--- src/rtl/tpi_params.svh ---
// register addresses, field positions, reset values and select codes of the timer prescaler
// assumes an 8-bit register port decoded on full 32-bit byte addresses
`ifndef TPI_PARAMS_SVH
`define TPI_PARAMS_SVH

`define TPI_ADDR_T0_SEL 32'hFFFFF206
`define TPI_ADDR_T0_HI 32'hFFFFF20E
`define TPI_ADDR_T1_SEL 32'hFFFFF216
`define TPI_ADDR_T1_HI 32'hFFFFF21E

`define TPI_REG_RESET 8'h00
`define TPI_SEL_MASK 8'hF3
`define TPI_HI_MASK 8'h01

`define TPI_IN1_EDGE_HI 7
`define TPI_IN1_EDGE_LO 6
`define TPI_IN0_EDGE_HI 5
`define TPI_IN0_EDGE_LO 4
`define TPI_CLKSEL_HI 1
`define TPI_CLKSEL_LO 0
`define TPI_CLKSEL_BIT2 0

`define TPI_CK_0 3'h0
`define TPI_CK_1 3'h1
`define TPI_CK_2 3'h2
`define TPI_CK_EXT 3'h3
`define TPI_CK_4 3'h4
`define TPI_CK_5 3'h5
`define TPI_CK_6 3'h6
`define TPI_CK_PROH 3'h7

`define TPI_DIV_W 8
`define TPI_DIV2 0
`define TPI_DIV4 1
`define TPI_DIV16 3
`define TPI_DIV32 4
`define TPI_DIV64 5
`define TPI_DIV128 6
`define TPI_DIV256 7

`define TPI_PIN_T0_IN0 0
`define TPI_PIN_T0_IN1 1
`define TPI_PIN_T1_IN0 2

`endif

--- src/rtl/tpi_pkg.sv ---
// types shared by the timer prescaler design
// no dependencies
package tpi_pkg;
	typedef enum logic [1:0] {
		TPI_EDGE_FALL = 2'h0,
		TPI_EDGE_RISE = 2'h1,
		TPI_EDGE_PROH = 2'h2,
		TPI_EDGE_BOTH = 2'h3
	} tpi_edge_sel_t;

	typedef enum logic [1:0] {
		TPI_MODE_STOP = 2'h0,
		TPI_MODE_INTERVAL = 2'h1,
		TPI_MODE_PULSE = 2'h2,
		TPI_MODE_RSVD = 2'h3
	} tpi_mode_t;
endpackage : tpi_pkg

--- src/rtl/tpi_edge_if.sv ---
// carrier between the top and one valid-edge detector
// all signals are on clk_sys_in
`timescale 1ns/10ps
interface tpi_edge_if;
	import tpi_pkg::*;
	logic sample;
	logic pin;
	tpi_edge_sel_t sel;
	logic run;
	logic edge_hit;
	modport det (input sample, input pin, input sel, input run, output edge_hit);
	modport ctl (output sample, output pin, output sel, output run, input edge_hit);
endinterface : tpi_edge_if

--- src/rtl/tpi_top.sv ---
// timer prescaler, edge select, interval and pulse modes for two 16-bit channels
// registers written over an 8-bit memory port; timer pins and watch pulse are asynchronous
`timescale 1ns/10ps
`include "tpi_params.svh"

// How it works
// - reset clears all prescaler registers to zero
// - timer0 pin1 edge select in bits 7:6
// - timer0 pin0 edge select in bits 5:4
// - timer0 three-bit count clock source table
// - timer1 three-bit count clock source table
// - timer1 pin0 edge select same coding
// - first start after reset with high pin rises
// - interval match clears counter and raises irq
// - pulse mode drives periodic pulse on output
// - period compare0+1, width compare1+1 count clocks
// - edge needs new level sampled twice
// - output enable low forces output pin low
module tpi_top
	import tpi_pkg::*;
#(
	parameter int CNT_W = 16
) (
	input wire logic clk_sys_in,
	input wire logic rst_b_in,
	input wire logic [31:0] reg_addr_in,
	input wire logic reg_wr_in,
	input wire logic reg_rd_in,
	input wire logic [7:0] reg_wdata_in,
	output logic [7:0] reg_rdata_out,
	input wire logic timer0_input_pin0_in,
	input wire logic timer0_input_pin1_in,
	input wire logic timer1_input_pin0_in,
	input wire logic watch_timer_irq_in,
	input wire logic [3:0] timer_mode_control_in,
	input wire logic [1:0] timer_output_enable_in,
	input wire logic [2*CNT_W-1:0] compare_reg_zero_in,
	input wire logic [2*CNT_W-1:0] compare_reg_one_in,
	output logic [CNT_W-1:0] timer0_counter_out,
	output logic [CNT_W-1:0] timer1_counter_out,
	output logic [1:0] compare_zero_irq_out,
	output logic [1:0] timer_output_pin_out,
	output logic [2:0] valid_edge_out
);
	logic [7:0] sel_q [2];
	logic [7:0] sel_d [2];
	logic [7:0] hi_q [2];
	logic [7:0] hi_d [2];
	logic [7:0] rdata_d;
	logic [2:0] pin_s1_q, pin_s2_q, edge_hit, edge_q;
	logic [2:0] wt_q, wt_d;
	logic wt_pulse;
	logic [`TPI_DIV_W-1:0] div_q, div_d, div_tick;
	logic [2:0] code [2];
	logic [1:0] cnt_tick, run, samp;
	logic [CNT_W-1:0] cnt_q [2];
	logic [CNT_W-1:0] cnt_d [2];
	logic [1:0] irq_q, irq_d, out_q, out_d;
	tpi_edge_sel_t pin_sel [3];

	// register port: writes drop fixed-zero bits, unmapped reads return zero
	always_comb begin
		sel_d = sel_q;
		hi_d = hi_q;
		rdata_d = `TPI_REG_RESET;
		if (reg_wr_in) begin
			case (reg_addr_in)
				`TPI_ADDR_T0_SEL: sel_d[0] = reg_wdata_in & `TPI_SEL_MASK;
				`TPI_ADDR_T0_HI: hi_d[0] = reg_wdata_in & `TPI_HI_MASK;
				`TPI_ADDR_T1_SEL: sel_d[1] = reg_wdata_in & `TPI_SEL_MASK;
				`TPI_ADDR_T1_HI: hi_d[1] = reg_wdata_in & `TPI_HI_MASK;
				default: ;
			endcase
		end
		if (reg_rd_in) begin
			case (reg_addr_in)
				`TPI_ADDR_T0_SEL: rdata_d = sel_q[0];
				`TPI_ADDR_T0_HI: rdata_d = hi_q[0];
				`TPI_ADDR_T1_SEL: rdata_d = sel_q[1];
				`TPI_ADDR_T1_HI: rdata_d = hi_q[1];
				default: rdata_d = `TPI_REG_RESET;
			endcase
		end
	end

	always_ff @(posedge clk_sys_in) begin
		if (!rst_b_in) begin
			sel_q <= '{`TPI_REG_RESET, `TPI_REG_RESET};
			hi_q <= '{`TPI_REG_RESET, `TPI_REG_RESET};
			reg_rdata_out <= `TPI_REG_RESET;
		end else begin
			sel_q <= sel_d;
			hi_q <= hi_d;
			reg_rdata_out <= rdata_d;
		end
	end

	// pin synchronisers and watch pulse edge
	assign wt_d = {wt_q[1:0], watch_timer_irq_in};
	assign wt_pulse = wt_q[1] && !wt_q[2];

	always_ff @(posedge clk_sys_in) begin
		if (!rst_b_in) begin
			pin_s1_q <= 3'h0;
			pin_s2_q <= 3'h0;
			wt_q <= 3'h0;
		end else begin
			pin_s1_q <= {timer1_input_pin0_in, timer0_input_pin1_in, timer0_input_pin0_in};
			pin_s2_q <= pin_s1_q;
			wt_q <= wt_d;
		end
	end

	// free-running prescaler; bit k-1 tick = main clock divided by 2^k
	assign div_d = div_q + `TPI_DIV_W'(1);
	genvar gk;
	generate
		for (gk = 0; gk < `TPI_DIV_W; gk++) begin : g_div
			assign div_tick[gk] = &div_q[gk:0];
		end
	endgenerate

	always_ff @(posedge clk_sys_in) begin
		if (!rst_b_in) begin
			div_q <= '0;
		end else begin
			div_q <= div_d;
		end
	end

	// edge detectors: timer0 pin0, timer0 pin1, timer1 pin0
	assign pin_sel[`TPI_PIN_T0_IN0] = tpi_edge_sel_t'(sel_q[0][`TPI_IN0_EDGE_HI:`TPI_IN0_EDGE_LO]);
	assign pin_sel[`TPI_PIN_T0_IN1] = tpi_edge_sel_t'(sel_q[0][`TPI_IN1_EDGE_HI:`TPI_IN1_EDGE_LO]);
	assign pin_sel[`TPI_PIN_T1_IN0] = tpi_edge_sel_t'(sel_q[1][`TPI_IN0_EDGE_HI:`TPI_IN0_EDGE_LO]);

	genvar gp;
	generate
		for (gp = 0; gp < 3; gp++) begin : g_pin
			localparam int CH = (gp == `TPI_PIN_T1_IN0) ? 1 : 0;
			tpi_edge_if eif ();
			assign eif.sample = samp[CH];
			assign eif.pin = pin_s2_q[gp];
			assign eif.sel = pin_sel[gp];
			assign eif.run = run[CH];
			assign edge_hit[gp] = eif.edge_hit;
			tpi_edge_det u_det (
				.clk_sys_in(clk_sys_in),
				.rst_b_in(rst_b_in),
				.port_if(eif.det)
			);
		end
	endgenerate

	always_ff @(posedge clk_sys_in) begin
		if (!rst_b_in) begin
			edge_q <= 3'h0;
		end else begin
			edge_q <= edge_hit;
		end
	end
	assign valid_edge_out = edge_q;

	// channels: count clock selection, counter, compare match, pulse output
	genvar gc;
	generate
		for (gc = 0; gc < 2; gc++) begin : g_ch
			localparam int EXT = (gc == 0) ? `TPI_PIN_T0_IN0 : `TPI_PIN_T1_IN0;
			tpi_mode_t mode;
			logic [CNT_W-1:0] cr0, cr1;
			logic hit0;
			assign mode = tpi_mode_t'(timer_mode_control_in[2*gc+:2]);
			assign cr0 = compare_reg_zero_in[CNT_W*gc+:CNT_W];
			assign cr1 = compare_reg_one_in[CNT_W*gc+:CNT_W];
			assign code[gc] = {hi_q[gc][`TPI_CLKSEL_BIT2],
				sel_q[gc][`TPI_CLKSEL_HI:`TPI_CLKSEL_LO]};
			assign run[gc] = (mode == TPI_MODE_INTERVAL) || (mode == TPI_MODE_PULSE);
			// an external edge is sampled at main/2, internal ones at the count clock
			assign samp[gc] = (code[gc] == `TPI_CK_EXT) ? div_tick[`TPI_DIV2] : cnt_tick[gc];
			assign hit0 = cnt_q[gc] == cr0;

			always_comb begin
				cnt_tick[gc] = 1'b0;
				case (code[gc])
					`TPI_CK_0: cnt_tick[gc] = div_tick[`TPI_DIV2];
					`TPI_CK_1: cnt_tick[gc] = (gc == 0) ? div_tick[`TPI_DIV16] : div_tick[`TPI_DIV4];
					`TPI_CK_2: cnt_tick[gc] = (gc == 0) ? wt_pulse : div_tick[`TPI_DIV16];
					`TPI_CK_EXT: cnt_tick[gc] = edge_q[EXT];
					`TPI_CK_4: cnt_tick[gc] = (gc == 0) ? div_tick[`TPI_DIV4] : div_tick[`TPI_DIV32];
					`TPI_CK_5: cnt_tick[gc] = (gc == 0) ? div_tick[`TPI_DIV64] : div_tick[`TPI_DIV128];
					`TPI_CK_6: cnt_tick[gc] = div_tick[`TPI_DIV256];
					default: cnt_tick[gc] = 1'b0;
				endcase
			end

			always_comb begin
				cnt_d[gc] = cnt_q[gc];
				irq_d[gc] = 1'b0;
				if (!run[gc]) begin
					cnt_d[gc] = '0;
				end else if (cnt_tick[gc]) begin
					if (hit0) begin
						cnt_d[gc] = '0;
						irq_d[gc] = 1'b1;
					end else begin
						cnt_d[gc] = cnt_q[gc] + CNT_W'(1);
					end
				end
				// high for counts 0..cr1, period cr0+1
				out_d[gc] = timer_output_enable_in[gc] && (mode == TPI_MODE_PULSE)
					&& (cnt_d[gc] <= cr1);
			end

			always_ff @(posedge clk_sys_in) begin
				if (!rst_b_in) begin
					cnt_q[gc] <= '0;
					irq_q[gc] <= 1'b0;
					out_q[gc] <= 1'b0;
				end else begin
					cnt_q[gc] <= cnt_d[gc];
					irq_q[gc] <= irq_d[gc];
					out_q[gc] <= out_d[gc];
				end
			end

		end
	endgenerate

	assign timer0_counter_out = cnt_q[0];
	assign timer1_counter_out = cnt_q[1];
	assign compare_zero_irq_out = irq_q;
	assign timer_output_pin_out = out_q;
endmodule : tpi_top

--- src/rtl/tpi_edge_det.sv ---
// valid-edge detector for one timer input pin, two-sample noise filter
// pin already synchronised; sample is a one-cycle strobe at the sampling rate
`timescale 1ns/10ps
module tpi_edge_det
	import tpi_pkg::*;
(
	input wire logic clk_sys_in,
	input wire logic rst_b_in,
	tpi_edge_if.det port_if
);
	logic samp_q, samp_d, lvl_q, lvl_d, fresh_q, fresh_d, edge_q, edge_d;
	logic rise, fall, rise_ok, fall_ok;

	assign rise_ok = (port_if.sel == TPI_EDGE_RISE) || (port_if.sel == TPI_EDGE_BOTH);
	assign fall_ok = (port_if.sel == TPI_EDGE_FALL) || (port_if.sel == TPI_EDGE_BOTH);
	assign port_if.edge_hit = edge_q;

	always_comb begin
		samp_d = samp_q;
		lvl_d = lvl_q;
		fresh_d = fresh_q;
		rise = 1'b0;
		fall = 1'b0;
		if (port_if.sample) begin
			samp_d = port_if.pin;
			// level accepted only when seen on two samples in a row
			if ((port_if.pin == samp_q) && (port_if.pin != lvl_q)) begin
				lvl_d = port_if.pin;
				rise = port_if.pin;
				fall = !port_if.pin;
			end
		end
		if (port_if.run) begin
			fresh_d = 1'b0;
		end
		// first start after reset with the pin already high counts as a rise
		edge_d = port_if.run && ((rise && rise_ok) || (fall && fall_ok)
			|| (fresh_q && lvl_q && rise_ok));
	end

	always_ff @(posedge clk_sys_in) begin
		if (!rst_b_in) begin
			samp_q <= 1'b0;
			lvl_q <= 1'b0;
			fresh_q <= 1'b1;
			edge_q <= 1'b0;
		end else begin
			samp_q <= samp_d;
			lvl_q <= lvl_d;
			fresh_q <= fresh_d;
			edge_q <= edge_d;
		end
	end
endmodule : tpi_edge_det

--- config.mk ---
export PLATFORM = sky130hd
export DESIGN_NAME = tpi_top
export DESIGN_NICKNAME = d
export VERILOG_FILES = /design/src/rtl/tpi_pkg.sv /design/src/rtl/tpi_edge_if.sv /design/src/rtl/tpi_top.sv /design/src/rtl/tpi_edge_det.sv
export VERILOG_INCLUDE_DIRS = /design/src /design/src/rtl
export SDC_FILE = /design/constraint.sdc
export NUM_CORES = 1
export LEC_CHECK = 0
export ABC_AREA = 0
export BUFFER_PORTS_ARGS = -buffer_cell sky130_fd_sc_hd__buf_2
export CORE_MARGIN = 2
export CORE_UTILIZATION = 40
export CTS_BUF_LIST = sky130_fd_sc_hd__clkbuf_4
export CTS_CLUSTER_SIZE = 14
export DETAILED_ROUTE_END_ITERATION = 10
export PLACE_DENSITY = 0.62
export SYNTH_ARGS = -nofsm -noshare
export SYNTH_HDL_FRONTEND = slang
export SYNTH_HIERARCHICAL = 1
export SYNTH_SLANG_ARGS = --single-unit
--- constraint.sdc ---
create_clock -name clk_sys_in -period 6.18 [get_ports clk_sys_in]
set_input_delay 0.927 -clock clk_sys_in [delete_from_list [all_inputs] [get_ports clk_sys_in]]
set_output_delay 0.927 -clock clk_sys_in [all_outputs]
set_load 0.005 [all_outputs]
# Word-level counts from Yosys, hierarchy flattened
# Memory sizes are Yosys's and may differ from the RTL's.
# Index checks and enable logic that the tools add are counted.
# totals
memories,1
wordCells,158
inputBits,118
mem_bits_rw,32
regBits,57
# classes
n_reduce_logical,62
n_lt_le_gt_ge,2
bitwise,2
add_sub_neg,3
mux,29
n_eq_ne,34
# memory_table
name,words,word_bits,read_ports,rd_ports_with_merged_regs,write_ports,line_no,rtl
cnt_q,2,16,2,0,2,tpi_top.sv:56,logic [CNT_W-1:0] cnt_q [2];
# op_table
cell,n
$eq 32x32->1 const B,4
$mux 16,8
$add 16x1->16 const B,2
$eq 16x16->1,2
$le 16x16->1,2
$pmux 8 s4,1
$logic_and 1x1->1,23
$eq 3x3->1 const B,6
$mux 1,18
$reduce_and 2->1,9
$logic_or 1x1->1,14
$pmux 1 s7,2
$eq 3x2->1 const B,4
$eq 2x1->1 const B,5
$eq 2x2->1 const B,5
$add 8x1->8 const B,1
$reduce_and 8->1,1
$reduce_and 7->1,1
$eq 3x1->1 const B,2
$logic_not 2->1,3
$logic_not 3->1,2
$reduce_and 3->1,2
$reduce_and 6->1,1
$reduce_and 5->1,1
5 further kinds,13

# Depth between registers and ports, before layout
# depth
ltp_word,9
mapped_depth,18

# Hierarchy
# The synthesis kept the hierarchy.
# by_module_without_submodules
mod,cells_per_inst,instances,area_each_um2,seq_area_each_um2
tpi_top,690,1,5502.8,1521.5
tpi_edge_det,22,3,203.9,80.1

# Least setup slack after synthesis
# Ideal clock, no wire load.
# synth_path
path_type,register -> register
from,register div_q[0]
to,register out_q[1] (netlist: timer_output_pin_out[1])
setup_ns,0.070
stages_incl_launch_ff,18
t_arrival_ns,3.527
t_required_ns,6.110
period_less_slack_ns,3.597
path_slack_ns,2.583
path_cell_list,dfxtp_1 > ha_1 > and3_1 > ha_1 > nor4bb_1 > a41o_1 > a41o_1 > or2_2 > buf_2 > nand2b_1 > buf_2 > o31ai_1 > ha_1 > a21o_1 > a221o_1 > a221oi_1 > o21ai_0 > a21oi_1
# synth_lines
item,line_no,rtl
start: declaration,tpi_top.sv:53,"logic [`TPI_DIV_W-1:0] div_q, div_d, div_tick;"
start signal: assignment,tpi_top.sv:127,div_q <= div_d;
end signal: indexed assignment,tpi_top.sv:221,out_q[gc] <= out_d[gc];
end: declaration,tpi_top.sv:58,"logic [1:0] irq_q, irq_d, out_q, out_d;"

==> impl_metrics.py <==
metrics = {
    "setup_path": {
        "arrival_ps": 4690,
        "critPathRequiredTime_ps": 6570,
        "criticalPathCategory": "reg2reg",
        "cpMostUsedCell": "ha_1",
        "cp_slowest_cell": "dfxtp_1",
        "worstSetupStartpointType": "flop",
        "cpPeakStageDelay_ps": 510,
        "cp_max_fo": 11,
        "crit_chain": "ha_1 > and3_1 > ha_1 > nor4bb_1 > a41o_1 > a41o_1 > or2_2 > nand2b_1 > o31ai_1 > ha_1 > a21o_1 > a221o_1 > a221oi_1 > o21ai_0 > a21oi_1",
        "endpoint_kind": "flop",
    },
    "global_routing": {
        "antenna_found_initial": 1,
        "grtUsageTotal": 0.1935,
        "grt_pass1_vias": 5299,
        "grt_pass1_wl_mm": 25.61,
        "grt_overflow": 0,
        "grt_max_degree": 35,
    },
    "job": {
        "drv_cap": 0,
    },
    "floorplanning": {
        "top_level_ports": 165,
        "start_util": 0.4052,
        "core_sq_um": 15090,
        "die_x_um": 127.6,
        "die_y_um": 127.6,
        "die_area_sq_um": 16290,
        "fp-row-count": 45,
    },
    "min_path": {
        "hp-class": "reg2reg",
    },
    "clocking": {
        "cts_resized": 0,
        "cts-htree-levels": 3,
        "cts_tree": "yes",
        "clk_path_buf_depth": 2,
        "clkTransAtPathRegs_ps": 140,
        "cts.sinks": 88,
        "root_buffer": "clkbuf_4",
        "postCtsSetupBuffers": 0,
        "hold_buffers": 0,
        "numCtsBuffers": 9,
        "insertion_delay_ps": 470,
    },
    "detailed_routing": {
        "drc_errors": 0,
        "dr.first_iter.drc_count": 520,
        "drt_wl_total_mm": 15.76,
        "dr_total_vias": 5857,
        "routedWlPerCell_um": 14.68,
        "firstDrtPassIters": 5,
        "ant_nets": 0,
        "viasPerCell": 5.453,
    },
    "placed_design": {
        "io_buffers": 160,
        "placed_cells": 1057,
        "routabilityCongestion": 0.8201,
        "dp_hpwl_mm": 11.60,
        "pre_cts_ws_ps": 1652,
    },
    "layout": {
        "num-nets-final": 1042,
        "layout-drive-gt1-share": 0.2328,
        "areaGrowthSynthToFinish_pct": 15.57,
        "stdcell_count": 1074,
    },
    "timing": {
        "fmaxAchievable_ghz": 0.2326,
        "rsz0062_at_grt": "false",
        "final-setup-viol-count": 0,
        "slew_violations": 0,
        "final.period_utilization": 0.6957,
        "period_minus_slack_ps": 4300,
        "tightest_slew_ps": 1029,
        "finalClockSkew_ps": 26.49,
        "max-slew-margin-rel": 0.3113,
        "fin_hold_ws_ps": 448.6,
        "tns_ps": 0,
        "setup_slack_ps": 1880,
        "finalHoldViolCount": 0,
    },
    "logic_synthesis": {
        "ys_async_sr_fraction": 0,
        "netlist.area_leader.share": 0.2881,
        "syn_inst": 756,
        "yosys-top-cells-area": "dfxtp_1 29%, ha_1 9.0%, o21ai_0 5.5%",
        "synth_area_sq_um": 6115,
        "yosysUniqueCellTypes": 67,
        "synth.avg_cell_area_sq_um": 8.088,
        "synth_top_flop_cell": "dfxtp_1",
        "yosysWarnings": 6,
        "ys_seq_elements": 88,
        "synth_edf_count": 0,
        "ys_seq_area_frac": 0.2881,
        "post-synth-top-area-cell": "dfxtp_1",
    },
    "power": {
        "ir_drop_mv": 0.08093,
        "p_per_area_nw_per_um2": 154.5,
        "leakagePower_nw": 3.272,
    },
    "run_status": {
        "outcome": "finished, final reports clean",
    },
}
state kept, by name, summed over array words and instances, names as in the netlist:
signal	cells
pin_s1_q	3
compare_zero_irq_out	2
pin_s2_q	3
div_q	8
g_pin.u_det/port_if.edge_hit	3
g_pin.u_det/fresh_q	3
timer_output_pin_out	2
sel_q	2
cnt_q	32
valid_edge_out	3
g_pin.eif.sel	6
code	6
wt_q	3
reg_rdata_out	6
g_pin.u_det/lvl_q	3
g_pin.u_det/samp_q	3
final timing paths:
kind	cells past startpoint	from	endpoint	slack, ps
setup reg to reg	15	div_q[0]	timer_output_pin_out[1]	1880
hold reg to reg	1	g_pin[1].u_det/port_if.edge_hit	valid_edge_out[1]	450
setup / recovery	15	div_q[0]	timer_output_pin_out[1]	1880
hold / removal	1	g_pin[1].u_det/port_if.edge_hit	valid_edge_out[1]	450
critical path: cells and delay by family (launching register included):
family / cells / cell delay (ps)
simple gates: 4 / 1050
compound gates: 8 / 1900
flops: 1 / 510
fa+ha+maj: 3 / 780
cell type report:
| class | instances | area, sq um |
|---|---|---|
| clock inverter | 6 | 68.82 |
| tap | 188 | 235.2 |
| fill | 1548 | 8023 |
| timing repair buffer | 166 | 845.8 |
| inverter | 50 | 187.7 |
| sequential | 88 | 1762 |
| antenna | 1 | 2.502 |
| multi-input combinational | 565 | 3890 |
| clock buffer | 10 | 75.07 |
power breakdown:
group	leakage (nW)	switching, W	internal (W)
sequential	0.713	0.00000706	0.000575
clock	0.0770	0.000213	0.000130
combinational	2.48	0.0000926	0.0000735
cell families after synthesis:
family	count (synthesis)	synth area share
buf+inv	104	0.07714
mux	21	0.03683
simple gates	281	0.2609
fa+ha+maj	44	0.09004
compound gates	180	0.1934
other cells	1	0.0006133
xor+xnor	37	0.05300
flops	88	0.2881
synthesized netlist by cell type, types with 4 or more instances:
cell      number
nand4b_1       7
and2_1        20
clkbuf_2       4
and3_1        23
nand2_1       46
nor2b_1       12
nand4_1       22
o22ai_1        9
a21o_1        16
inv_1         50
ha_1          44
o211ai_1       5
buf_4          5
o21a_1         4
o31ai_1       33
xnor2_1       35
nor3_1        55
a21oi_1       18
a21boi_0       4
nand3_1       35
buf_2         14
or2_2          4
o21ai_0       67
nand2b_1      10
mux2i_1       18
a32o_1         4
and4_1         5
clkbuf_1      26
nor2_1        18
dfxtp_1       88
cells in the final DEF (no fill, tap or decap), drive strengths merged, types with 4 or more instances in the layout:
cell,instances
a21boi,4
a21o,16
a21oi,18
a32o,4
and2,24
and2b,4
and3,23
and4,6
buf,166
clkbuf,10
dfxtp,88
ha,44
inv,51
mux2i,18
nand2,46
nand2b,10
nand3,37
nand4,22
nand4b,7
nor2,18
nor2b,12
nor3,55
o211ai,5
o21a,4
o21ai,67
o22ai,9
o31ai,33
or2,4
xnor2,35
layer usage:
layer | track usage | wire length [um] | vias up | share of wire
met4 | 0.05301 | 194 | 0 | 0.012
met1 | 0.2604 | 7372 | 2669 | 0.47
li1 | - | - | 2980 | -
met2 | 0.3120 | 7252 | 192 | 0.46
met5 | 0 | 0 | - | 0
met3 | 0.04481 | 945 | 16 | 0.060
through the flow:
step                       power, W  utilization  instance area, sq um
after floorplan           0.0006954            -                  6118
after global placement    0.0007598       0.4586                  6920
after detailed placement  0.0007601       0.4586                  6920
after CTS                  0.001105       0.4682                  7064
after global routing       0.001157       0.4683                  7067
final                      0.001092       0.4683                  7067
No activity file was read; power rests on OpenSTA's default activity.
